**src/cg_defines.svh**
```systemverilog
// register map, field positions, reset values and timing counts of the clock generator
`ifndef CG_DEFINES_SVH
`define CG_DEFINES_SVH
`define CG_OFF_CTRL1      8'h00
`define CG_OFF_CTRL2      8'h04
`define CG_OFF_STAT1      8'h08
`define CG_OFF_STAT2      8'h0C
`define CG_OFF_FILT       8'h10
`define CG_OFF_TRIM       8'h14
`define CG_C1_HGO         7
`define CG_C1_RANGE       6
`define CG_C1_REFERENCE_SELECT        5
`define CG_C1_MODE_HI     4
`define CG_C1_MODE_LO     3
`define CG_C1_OSCILLATOR_STOP_ENABLE     2
`define CG_C1_LOSS_OF_CLOCK_DETECT_DISABLE        1
`define CG_C2_LOSS_OF_LOCK_RESET_ENABLE       7
`define CG_C2_MULT_HI     6
`define CG_C2_MULT_LO     4
`define CG_C2_LOSS_OF_CLOCK_RESET_ENABLE       3
`define CG_C2_RED_HI      2
`define CG_C2_RED_LO      0
`define CG_S1_MODE_HI     7
`define CG_S1_MODE_LO     6
`define CG_S1_LOCK        3
`define CG_S1_LOL         2
`define CG_S1_LOC         1
`define CG_S1_IRQF        0
`define CG_S2_STABLE      0
`define CG_CTRL1_RST      8'h00
`define CG_CTRL2_RST      8'h00
`define CG_FILT_RST       12'h000
`define CG_TRIM_RST       8'h80
`define CG_FILT_W         12
`define CG_MODE_SETTLE    4'h8
`define CG_FEI_PRE        4'h7
`define CG_RESP_OKAY      2'b00
`define CG_RESP_SLVERR    2'b10
`endif

```
**src/cg_pkg.sv**
```systemverilog
// types of the clock generator
package cg_pkg;
    typedef enum logic [3:0] {
        CG_SCM = 4'b0001,
        CG_FEI = 4'b0010,
        CG_FBE = 4'b0100,
        CG_FEE = 4'b1000
    } cg_state_t;
    typedef logic [1:0] cg_mode_code_t;
endpackage

```
**src/cg_clock_generator.sv**
```systemverilog
// clock generator mode control, divider selection and register slave
// How it works
// RULE1: self-clocked: reference generator off, oscillator open loop, out = osc / R
// RULE2: bypassed external: reference generator and oscillator off, out = ext / R
// RULE3: engaged internal: both run, out = ref / 7 * 64 * N / R
// RULE4: engaged external: out = ext * P * N / R, P 64 or 1 by range
// RULE5: multiplication codes 000..111 give N = 4,6,..,18
// RULE6: reduction codes 000..111 give R = 1,2,4,..,128
// RULE7: control one holds gain, range, refsel, mode, stop enable, detect disable, bit0 zero
// RULE8: mode request 11 selects engaged external
// RULE9: reference select 1 requests the crystal oscillator
// RULE10: high gain 0 selects low-power oscillator
// RULE11: control two holds lock reset enable, N field, clock reset enable, R field
// RULE12: lock reset enable 0 turns loss of lock into an interrupt
// RULE13: clock reset enable 0 turns loss of clock into an interrupt
// RULE14: status one is read-only except writing to clear the interrupt flag
// RULE15: software checks oscillator stable before time-critical work
// RULE16: filter bits 15:12 read zero; loop adjusts it, writes only in self-clocked
// RULE17: software writes trim only when trimming the internal oscillator
// RULE18: after reset the generator is in self-clocked mode
// RULE19: software keeps N and R small for power and jitter
// RULE20: mode codes 00 self, 01 int, 10 bypass, 11 ext; actual mode in status
// RULE21: actual mode follows a request only after several cycles
// RULE22: fixed-frequency clock off in engaged internal and self-clocked modes
// RULE23: divider and mode mux change together only at a settled boundary
//
// Our own choices: register access over AXI4-Lite and the register addresses.
`include "cg_defines.svh"
module cg_clock_generator #(
    parameter int ADDR_W = 8
) (
    input  wire logic                clk,
    input  wire logic                rst,
    input  wire logic [ADDR_W-1:0]   awaddr,
    input  wire logic                awvalid,
    output logic                     awready,
    input  wire logic [31:0]         wdata,
    input  wire logic [3:0]          wstrb,
    input  wire logic                wvalid,
    output logic                     wready,
    output logic [1:0]               bresp,
    output logic                     bvalid,
    input  wire logic                bready,
    input  wire logic [ADDR_W-1:0]   araddr,
    input  wire logic                arvalid,
    output logic                     arready,
    output logic [31:0]              rdata,
    output logic [1:0]               rresp,
    output logic                     rvalid,
    input  wire logic                rready,
    input  wire logic                osc_stable,
    input  wire logic                ext_ref_ok,
    input  wire logic                fll_lock,
    input  wire logic                lol_event,
    input  wire logic                loc_event,
    input  wire logic [11:0]         loop_filter_in,
    input  wire logic                loop_filter_upd,
    output logic                     irg_enable,
    output logic                     dco_enable,
    output logic                     osc_enable,
    output logic                     high_gain,
    output logic                     range_high,
    output logic                     loop_closed,
    output logic                     use_ext_ref,
    output logic                     ref_div7,
    output logic                     prescale_64,
    output logic [4:0]               mult_n,
    output logic [7:0]               div_r,
    output logic                     fixed_clk_enable,
    output logic [11:0]              filter_value,
    output logic [7:0]               trim_value,
    output cg_pkg::cg_mode_code_t    clock_mode_actual,
    output logic                     irq,
    output logic                     reset_req
);
    import cg_pkg::*;

    initial begin
        if (ADDR_W < 5 || ADDR_W > 32) begin
            $error("ADDR_W must be 5..32");
        end
    end
    function automatic logic [4:0] decode_n(input logic [2:0] c);
        decode_n = {1'b0, c, 1'b0} + 5'h04; // RULE5
    endfunction
    function automatic logic [7:0] decode_r(input logic [2:0] c);
        decode_r = 8'h01 << c; // RULE6
    endfunction
    function automatic cg_mode_code_t state_code(input cg_state_t s);
        state_code = {s[2] || s[3], s[1] || s[3]}; // RULE20
    endfunction
    logic [7:0]   ctrl1_q;
    logic [7:0]   ctrl2_q;
    logic [11:0]  filt_q;
    logic [7:0]   trim_q;
    logic         hgo_done_q;
    logic         lol_q;
    logic         loc_q;
    logic         irqf_q;
    cg_state_t    state_q;
    cg_state_t    target;
    logic [3:0]   settle_q;
    logic [5:0]   applied_q;
    logic         pending;

    // write channel capture, either order
    logic              aw_full_q;
    logic              w_full_q;
    logic [ADDR_W-1:0] waddr_q;
    logic [31:0]       wdata_q;
    logic [3:0]        wstrb_q;
    logic              do_wr;
    logic [7:0]        wofs;
    logic              wr_hit;

    assign awready = !aw_full_q && !bvalid;
    assign wready  = !w_full_q && !bvalid;
    assign do_wr   = aw_full_q && w_full_q;
    assign wofs    = 8'(waddr_q);

    always_ff @(posedge clk) begin
        if (rst) begin
            aw_full_q <= 1'b0;
            waddr_q   <= '0;
        end else if (awvalid && awready) begin
            aw_full_q <= 1'b1;
            waddr_q   <= awaddr;
        end else if (do_wr) begin
            aw_full_q <= 1'b0;
        end
    end

    always_ff @(posedge clk) begin
        if (rst) begin
            w_full_q <= 1'b0;
            wdata_q  <= '0;
            wstrb_q  <= '0;
        end else if (wvalid && wready) begin
            w_full_q <= 1'b1;
            wdata_q  <= wdata;
            wstrb_q  <= wstrb;
        end else if (do_wr) begin
            w_full_q <= 1'b0;
        end
    end

    // only page zero is mapped, whatever the address width
    assign wr_hit = ((waddr_q >> 8) == '0) && (wofs inside {`CG_OFF_CTRL1, `CG_OFF_CTRL2,
        `CG_OFF_STAT1, `CG_OFF_STAT2, `CG_OFF_FILT, `CG_OFF_TRIM});

    always_ff @(posedge clk) begin
        if (rst) begin
            bvalid <= 1'b0;
            bresp  <= `CG_RESP_OKAY;
        end else if (do_wr) begin
            bvalid <= 1'b1;
            bresp  <= wr_hit ? `CG_RESP_OKAY : `CG_RESP_SLVERR;
        end else if (bready) begin
            bvalid <= 1'b0;
        end
    end

    logic wr_c1;
    logic wr_c2;
    logic wr_s1;
    logic wr_flt;
    logic wr_trm;
    assign wr_c1  = do_wr && wr_hit && wofs == `CG_OFF_CTRL1 && wstrb_q[0];
    assign wr_c2  = do_wr && wr_hit && wofs == `CG_OFF_CTRL2 && wstrb_q[0];
    assign wr_s1  = do_wr && wr_hit && wofs == `CG_OFF_STAT1 && wstrb_q[0];
    assign wr_flt = do_wr && wr_hit && wofs == `CG_OFF_FILT;
    assign wr_trm = do_wr && wr_hit && wofs == `CG_OFF_TRIM && wstrb_q[0];
    // gain select sticks after its first write so a running crystal is not upset
    always_ff @(posedge clk) begin
        if (rst) begin
            ctrl1_q    <= `CG_CTRL1_RST; // RULE18
            hgo_done_q <= 1'b0;
        end else if (wr_c1) begin
            ctrl1_q[7:1] <= wdata_q[7:1]; // RULE7
            ctrl1_q[0]   <= 1'b0; // RULE7
            hgo_done_q   <= 1'b1;
            if (hgo_done_q) begin
                ctrl1_q[`CG_C1_HGO] <= ctrl1_q[`CG_C1_HGO];
            end
        end
    end
    always_ff @(posedge clk) begin
        if (rst) begin
            ctrl2_q <= `CG_CTRL2_RST;
        end else if (wr_c2) begin
            ctrl2_q <= wdata_q[7:0]; // RULE11
        end
    end
    always_ff @(posedge clk) begin
        if (rst) begin
            trim_q <= `CG_TRIM_RST;
        end else if (wr_trm) begin
            trim_q <= wdata_q[7:0];
        end
    end
    // software value only counts in self-clocked mode
    always_ff @(posedge clk) begin
        if (rst) begin
            filt_q <= `CG_FILT_RST;
        end else if (wr_flt && state_q == CG_SCM) begin // RULE16
            if (wstrb_q[0]) begin
                filt_q[7:0] <= wdata_q[7:0];
            end
            if (wstrb_q[1]) begin
                filt_q[11:8] <= wdata_q[11:8];
            end
        end else if (loop_filter_upd && state_q != CG_SCM) begin // RULE16
            filt_q <= loop_filter_in;
        end
    end

    // loss events: interrupt or reset request; set wins over clear
    logic lol_irq;
    logic loc_irq;
    logic loc_seen;
    assign loc_seen = loc_event && !ctrl1_q[`CG_C1_LOSS_OF_CLOCK_DETECT_DISABLE];
    assign lol_irq  = lol_event && !ctrl2_q[`CG_C2_LOSS_OF_LOCK_RESET_ENABLE]; // RULE12
    assign loc_irq  = loc_seen && !ctrl2_q[`CG_C2_LOSS_OF_CLOCK_RESET_ENABLE]; // RULE13

    always_ff @(posedge clk) begin
        if (rst) begin
            lol_q  <= 1'b0;
            loc_q  <= 1'b0;
            irqf_q <= 1'b0;
        end else begin
            if (lol_event) begin
                lol_q <= 1'b1;
            end else if (wr_s1 && wdata_q[`CG_S1_IRQF]) begin // RULE14
                lol_q <= 1'b0;
            end
            if (loc_seen) begin
                loc_q <= 1'b1;
            end else if (wr_s1 && wdata_q[`CG_S1_IRQF]) begin
                loc_q <= 1'b0;
            end
            if (lol_irq || loc_irq) begin
                irqf_q <= 1'b1;
            end else if (wr_s1 && wdata_q[`CG_S1_IRQF]) begin // RULE14
                irqf_q <= 1'b0;
            end
        end
    end

    always_ff @(posedge clk) begin
        if (rst) begin
            reset_req <= 1'b0;
        end else begin
            reset_req <= (lol_event && ctrl2_q[`CG_C2_LOSS_OF_LOCK_RESET_ENABLE])
                      || (loc_seen && ctrl2_q[`CG_C2_LOSS_OF_CLOCK_RESET_ENABLE]); // RULE12 RULE13
        end
    end

    assign irq = irqf_q;

    // target mode: a request is honoured only once its clocks are good
    cg_mode_code_t req;
    assign req = ctrl1_q[`CG_C1_MODE_HI:`CG_C1_MODE_LO];

    always_comb begin
        target = state_q;
        unique case (req)
            2'b00: target = CG_SCM; // RULE1
            2'b01: begin
                if (osc_stable) begin
                    target = CG_FEI; // RULE3
                end
            end
            2'b10: begin
                if (ext_ref_ok) begin
                    target = CG_FBE; // RULE2
                end
            end
            2'b11: begin
                if (ext_ref_ok && osc_stable) begin
                    target = CG_FEE; // RULE8
                end
            end
        endcase
        if ((state_q == CG_FBE || state_q == CG_FEE) && !ext_ref_ok) begin
            target = CG_SCM;
        end
    end

    // divider changes ride the same settle window as mode changes
    assign pending = (target != state_q) || (ctrl2_q[6:4] != applied_q[5:3])
                  || (ctrl2_q[2:0] != applied_q[2:0]);

    always_ff @(posedge clk) begin
        if (rst) begin
            settle_q <= '0;
        end else if (!pending || settle_q == `CG_MODE_SETTLE - 4'h1) begin
            settle_q <= '0;
        end else begin
            settle_q <= settle_q + 4'h1; // RULE21
        end
    end

    always_ff @(posedge clk) begin
        if (rst) begin
            state_q   <= CG_SCM; // RULE18
            applied_q <= {3'(`CG_CTRL2_RST >> `CG_C2_MULT_LO), 3'(`CG_CTRL2_RST)};
        end else if (pending && settle_q == `CG_MODE_SETTLE - 4'h1) begin
            state_q   <= target; // RULE21 RULE23
            applied_q <= {ctrl2_q[6:4], ctrl2_q[2:0]}; // RULE23
        end
    end

    // source controls, all registered so the mux never sees a mixed setting
    always_ff @(posedge clk) begin
        if (rst) begin
            irg_enable       <= 1'b0;
            dco_enable       <= 1'b1;
            loop_closed      <= 1'b0;
            use_ext_ref      <= 1'b0;
            ref_div7         <= 1'b0;
            prescale_64      <= 1'b0;
            fixed_clk_enable <= 1'b0;
        end else begin
            irg_enable       <= state_q == CG_FEI; // RULE1 RULE2 RULE3
            dco_enable       <= state_q != CG_FBE; // RULE1 RULE2
            loop_closed      <= state_q == CG_FEI || state_q == CG_FEE;
            use_ext_ref      <= state_q == CG_FBE || state_q == CG_FEE;
            ref_div7         <= state_q == CG_FEI; // RULE3
            prescale_64      <= state_q == CG_FEI
                             || (state_q == CG_FEE && !ctrl1_q[`CG_C1_RANGE]); // RULE4
            fixed_clk_enable <= state_q == CG_FBE || state_q == CG_FEE; // RULE22
        end
    end

    always_ff @(posedge clk) begin
        if (rst) begin
            mult_n <= decode_n(3'(`CG_CTRL2_RST >> `CG_C2_MULT_LO));
            div_r  <= decode_r(3'(`CG_CTRL2_RST));
        end else begin
            mult_n <= decode_n(applied_q[5:3]); // RULE3 RULE4
            div_r  <= decode_r(applied_q[2:0]); // RULE1 RULE2
        end
    end

    always_ff @(posedge clk) begin
        if (rst) begin
            osc_enable <= 1'b0;
            high_gain  <= 1'b0;
            range_high <= 1'b0;
        end else begin
            osc_enable <= ctrl1_q[`CG_C1_REFERENCE_SELECT] && (req[1] || use_ext_ref); // RULE9
            high_gain  <= ctrl1_q[`CG_C1_HGO] && ctrl1_q[`CG_C1_REFERENCE_SELECT]; // RULE10
            range_high <= ctrl1_q[`CG_C1_RANGE];
        end
    end

    assign filter_value      = filt_q;
    assign trim_value        = trim_q;
    assign clock_mode_actual = state_code(state_q); // RULE20

    // read channel
    logic [31:0] rd_mux;
    logic        rd_hit;
    logic [7:0]  rofs;
    assign rofs    = 8'(araddr);
    assign arready = !rvalid;

    always_comb begin
        rd_mux = 32'h0000_0000;
        rd_hit = (araddr >> 8) == '0;
        unique case (rofs)
            `CG_OFF_CTRL1: rd_mux[7:0] = ctrl1_q;
            `CG_OFF_CTRL2: rd_mux[7:0] = ctrl2_q;
            `CG_OFF_STAT1: rd_mux[7:0] = {state_code(state_q), 2'b00, fll_lock,
                                          lol_q, loc_q, irqf_q};
            `CG_OFF_STAT2: rd_mux[`CG_S2_STABLE] = osc_stable; // RULE15
            `CG_OFF_FILT:  rd_mux[`CG_FILT_W-1:0] = filt_q; // RULE16
            `CG_OFF_TRIM:  rd_mux[7:0] = trim_q;
            default:       rd_hit = 1'b0;
        endcase
        if (!rd_hit) begin
            rd_mux = 32'h0000_0000;
        end
    end

    always_ff @(posedge clk) begin
        if (rst) begin
            rvalid <= 1'b0;
            rdata  <= 32'h0000_0000;
            rresp  <= `CG_RESP_OKAY;
        end else if (arvalid && arready) begin
            rvalid <= 1'b1;
            rdata  <= rd_mux;
            rresp  <= rd_hit ? `CG_RESP_OKAY : `CG_RESP_SLVERR;
        end else if (rready) begin
            rvalid <= 1'b0;
        end
    end
endmodule

```
**config.mk**
```make
export PLATFORM = sky130hd
export DESIGN_NAME = cg_clock_generator
export DESIGN_NICKNAME = d
export VERILOG_FILES = /design/src/cg_pkg.sv /design/src/cg_clock_generator.sv
export VERILOG_INCLUDE_DIRS = /design/src
export SDC_FILE = /design/constraint.sdc
export NUM_CORES = 1
export LEC_CHECK = 0
export ABC_AREA = 1
export BUFFER_PORTS_ARGS = -buffer_cell sky130_fd_sc_hd__buf_2
export CAP_MARGIN = 15
export CORE_ASPECT_RATIO = 1.4
export CORE_MARGIN = 5
export CORE_UTILIZATION = 50
export DETAILED_ROUTE_END_ITERATION = 8
export GPL_ROUTABILITY_DRIVEN = 0
export PLACE_DENSITY = 0.75
export RECOVER_POWER = 100
export SLEW_MARGIN = 20
export SYNTH_ARGS = -nofsm -noshare
export SYNTH_HDL_FRONTEND = slang
export SYNTH_SLANG_ARGS = --single-unit
```
**constraint.sdc**
```tcl
create_clock -name clk -period 1.9 [get_ports clk]
set_input_delay 0.19 -clock clk [delete_from_list [all_inputs] [get_ports clk]]
set_output_delay 0.19 -clock clk [all_outputs]
set_load 0.005 [all_outputs]
```
==> reports/qor.csv <==
metric;value;unit
synth.most_common_cell;nand2_1;
ant_nets;0;
netlist-cell-type-count;38;
slew_violations;0;
dr.pass1.iters;6;
routed_wl;13300;um
clk_pin_slew;50;ps
fmax;573;MHz
cts-root-buf;clkbuf_16;
switching_share;0.224;
drv_cap;0;
cts_tree;done;
portBuffers;119;
vias;4907;
crit_chain;inv_2 -> nor2_1 -> o21ai_1 -> nand3_1 -> nand2_1 -> nand2_1 -> nand2_1 -> nor2_4 -> nand2_8 -> nand3b_1 -> nor2_1;
crit_required;2190;ps
critPathCaptureType;register;
nets;882;
arrival;2040;ps
clock_latency;410;ps
slew_headroom;0.594;
die_area;0.0120;mm^2
start_kind;register;
avgSynthCellArea;7.30;um^2
status;finished, final reports clean;
max-vdd-ir-drop;0.776;mV
p_int;0.00445;W
wl_met2;6690;um
global_route.overflow_total;0;
dieHeight;128;um
grt_pass1_vias;4603;
cpMostUsedCell;nand2_1;
finalSetupViolations;0;
synthArstFlopShare;0;
numCtsBuffers;17;
die_w;94.2;um
area_growth;23.4;%
avgViaCountPerCell;5.18;
wl_met3;952;um
synth_flop_cell;dfxtp_1;
skew;6.32;ps
synthCells;680;
critPathSlowestCell;dfxtp_1;
clock-sinks;114;
wl_per_cell;14.1;um
wl_met1;5100;um
fp.coreArea;0.00979;mm^2
dpl.hpwl;9980;um
power.switching;0.00128;W
p_per_area;937;mW/mm^2
fin_crit_sh;0.919;
synth_commonest_cells;nand2_1 (129), dfxtp_1 (114), nor2_1 (78);
start_util;0.507;
hold_violations;0;
top_layer;met4;
clk_path_buf_depth;2;
crit_fanout;19;
synth_area;0.00496;mm^2
drc;0;
hp-class;input port to register;
diodes;0;
ctsHoldBuffers;0;
yosysWarningCount;0;
htree_levels;4;
layout-drive-gt1-share;0.183;
whs;33.9;ps
antenna_found_initial;0;
gr-usage-all-layers;0.223;
leakagePower;2.74;nW
pre_cts_ws;119;ps
grt_max_degree;42;
fin_ws;154;ps
placed_cell_area;0.00562;mm^2
ys_seq_elements;114;
power_frac_clock;0.501;
synth_edf_count;0;
rows;43;
grt_pass1_wl;21100;um
synth_top_area_share;0.460;
seqPwrFrac;0.439;
pwr-share-comb;0.060;
slowest_delay;400;ps
ys_seq_area_frac;0.460;
worst-slew-pin-transition;609;ps
drt-initial-drc-count;303;
yosysTopAreaCell;dfxtp_1;
criticalPathCategory;register to register;
synth_area_leaders;dfxtp_1 (46%), nand2_1 (9.8%), nor2_1 (5.9%);
min_period;1750;ps
io_pins;165;
final_area;0.00612;mm^2
[worst paths after layout]
check,start,cells after the start,slack [ps],end
max,ctrl1_q[3],11,150,settle_q[0]
min,wdata[9],3,30,wdata_q[9]
max reg2reg,ctrl1_q[3],11,150,settle_q[0]
min reg2reg,settle_q[0],1,460,settle_q[0]
[cell type report]
cell class	instances	area, um^2
Clock buffer	23	478
Inverter	74	278
Fill cell	946	3670
Timing Repair Buffer	133	656
Tap cell	135	169
Multi-Input combinational cell	463	2190
Clock inverter	6	57.6
Sequential cell	114	2290
[timing repair]
| item | in CTS | in global routing |
|---|---|---|
| setup buffers | 0 | 0 |
| gates resized for setup | 0 | 7 |
| setup endpoints to repair | 0 | 13 |
[critical path, delay by kind of cell, from the launching register on]
family,cells,cell delay (ps)
compound gates,1,100
buf+inv,1,80
flops,1,400
simple gates,9,1060
[cells in the final DEF (no fill, tap or decap), types with 2 or more instances in the layout]
master	netlist	routed
nand2_1	129	129
dfxtp_1	114	110
buf_2	4	86
nor2_1	78	77
inv_1	66	66
o21ai_0	52	57
a21oi_1	52	52
clkbuf_1	18	38
nand3_1	36	36
conb_1	1	23
clkbuf_16	0	17
nor3_1	16	16
o21ai_1	21	16
a31oi_1	13	13
a211oi_1	8	8
buf_4	25	8
inv_2	7	6
a21oi_2	6	6
o22ai_1	6	6
clkinv_2	0	4
dfxtp_2	0	4
clkbuf_8	0	3
clkinv_1	1	2
nand2_2	2	2
nand4_1	2	2
nand3_2	2	2
nor2_4	1	2
o211ai_1	2	2
ha_1	2	2
clkbuf_2	0	2
[stage by stage]
stage               total power, W  instances  TNS (ps)   util
finish                     0.00573        948         0  0.625
global route               0.00596        948    -0.276  0.625
detailed placement         0.00291        919         0  0.574
CTS                        0.00577        948         0  0.629
floorplan                  0.00279        702         0      -
global placement           0.00290        919         0  0.574
[layer usage]
layer | global-route usage | vias to the layer above
met5 | 0 | -
met4 | 0.122 | 0
met3 | 0.0634 | 50
met2 | 0.384 | 195
met1 | 0.244 | 2230
li1 | - | 2432
[power by group through the flow]
stage	combinational (W)	clock (W)	sequential [W]
floorplan	0.000241	0	0.00255
global placement	0.000334	0	0.00256
detailed placement	0.000345	0	0.00256
CTS	0.000348	0.00290	0.00252
global route	0.000388	0.00304	0.00252
finish	0.000344	0.00287	0.00252
[cell families after synthesis]
family	Yosys count	share of synthesized area
and+or+nand+nor	271	0.229
AOI/OAI and AO/OA	164	0.182
buffers and inverters	125	0.118
DFF	114	0.460
adders and majority gates	2	0.00504
xor gates and xnor gates	2	0.00353
other	1	0.000756
muxes	1	0.00202
[state kept, by name, summed over array words and instances, names as in the netlist, 6 cells and up]
| register | cells |
|---|---|
| applied_q | 6 |
| waddr_q | 8 |
| filter_value | 12 |
| wdata_q | 12 |
| rdata | 12 |
| div_r | 8 |
| ctrl2_q | 8 |
| ctrl1_q | 7 |
| trim_value | 8 |
Power figures use the tool's default switching activity.
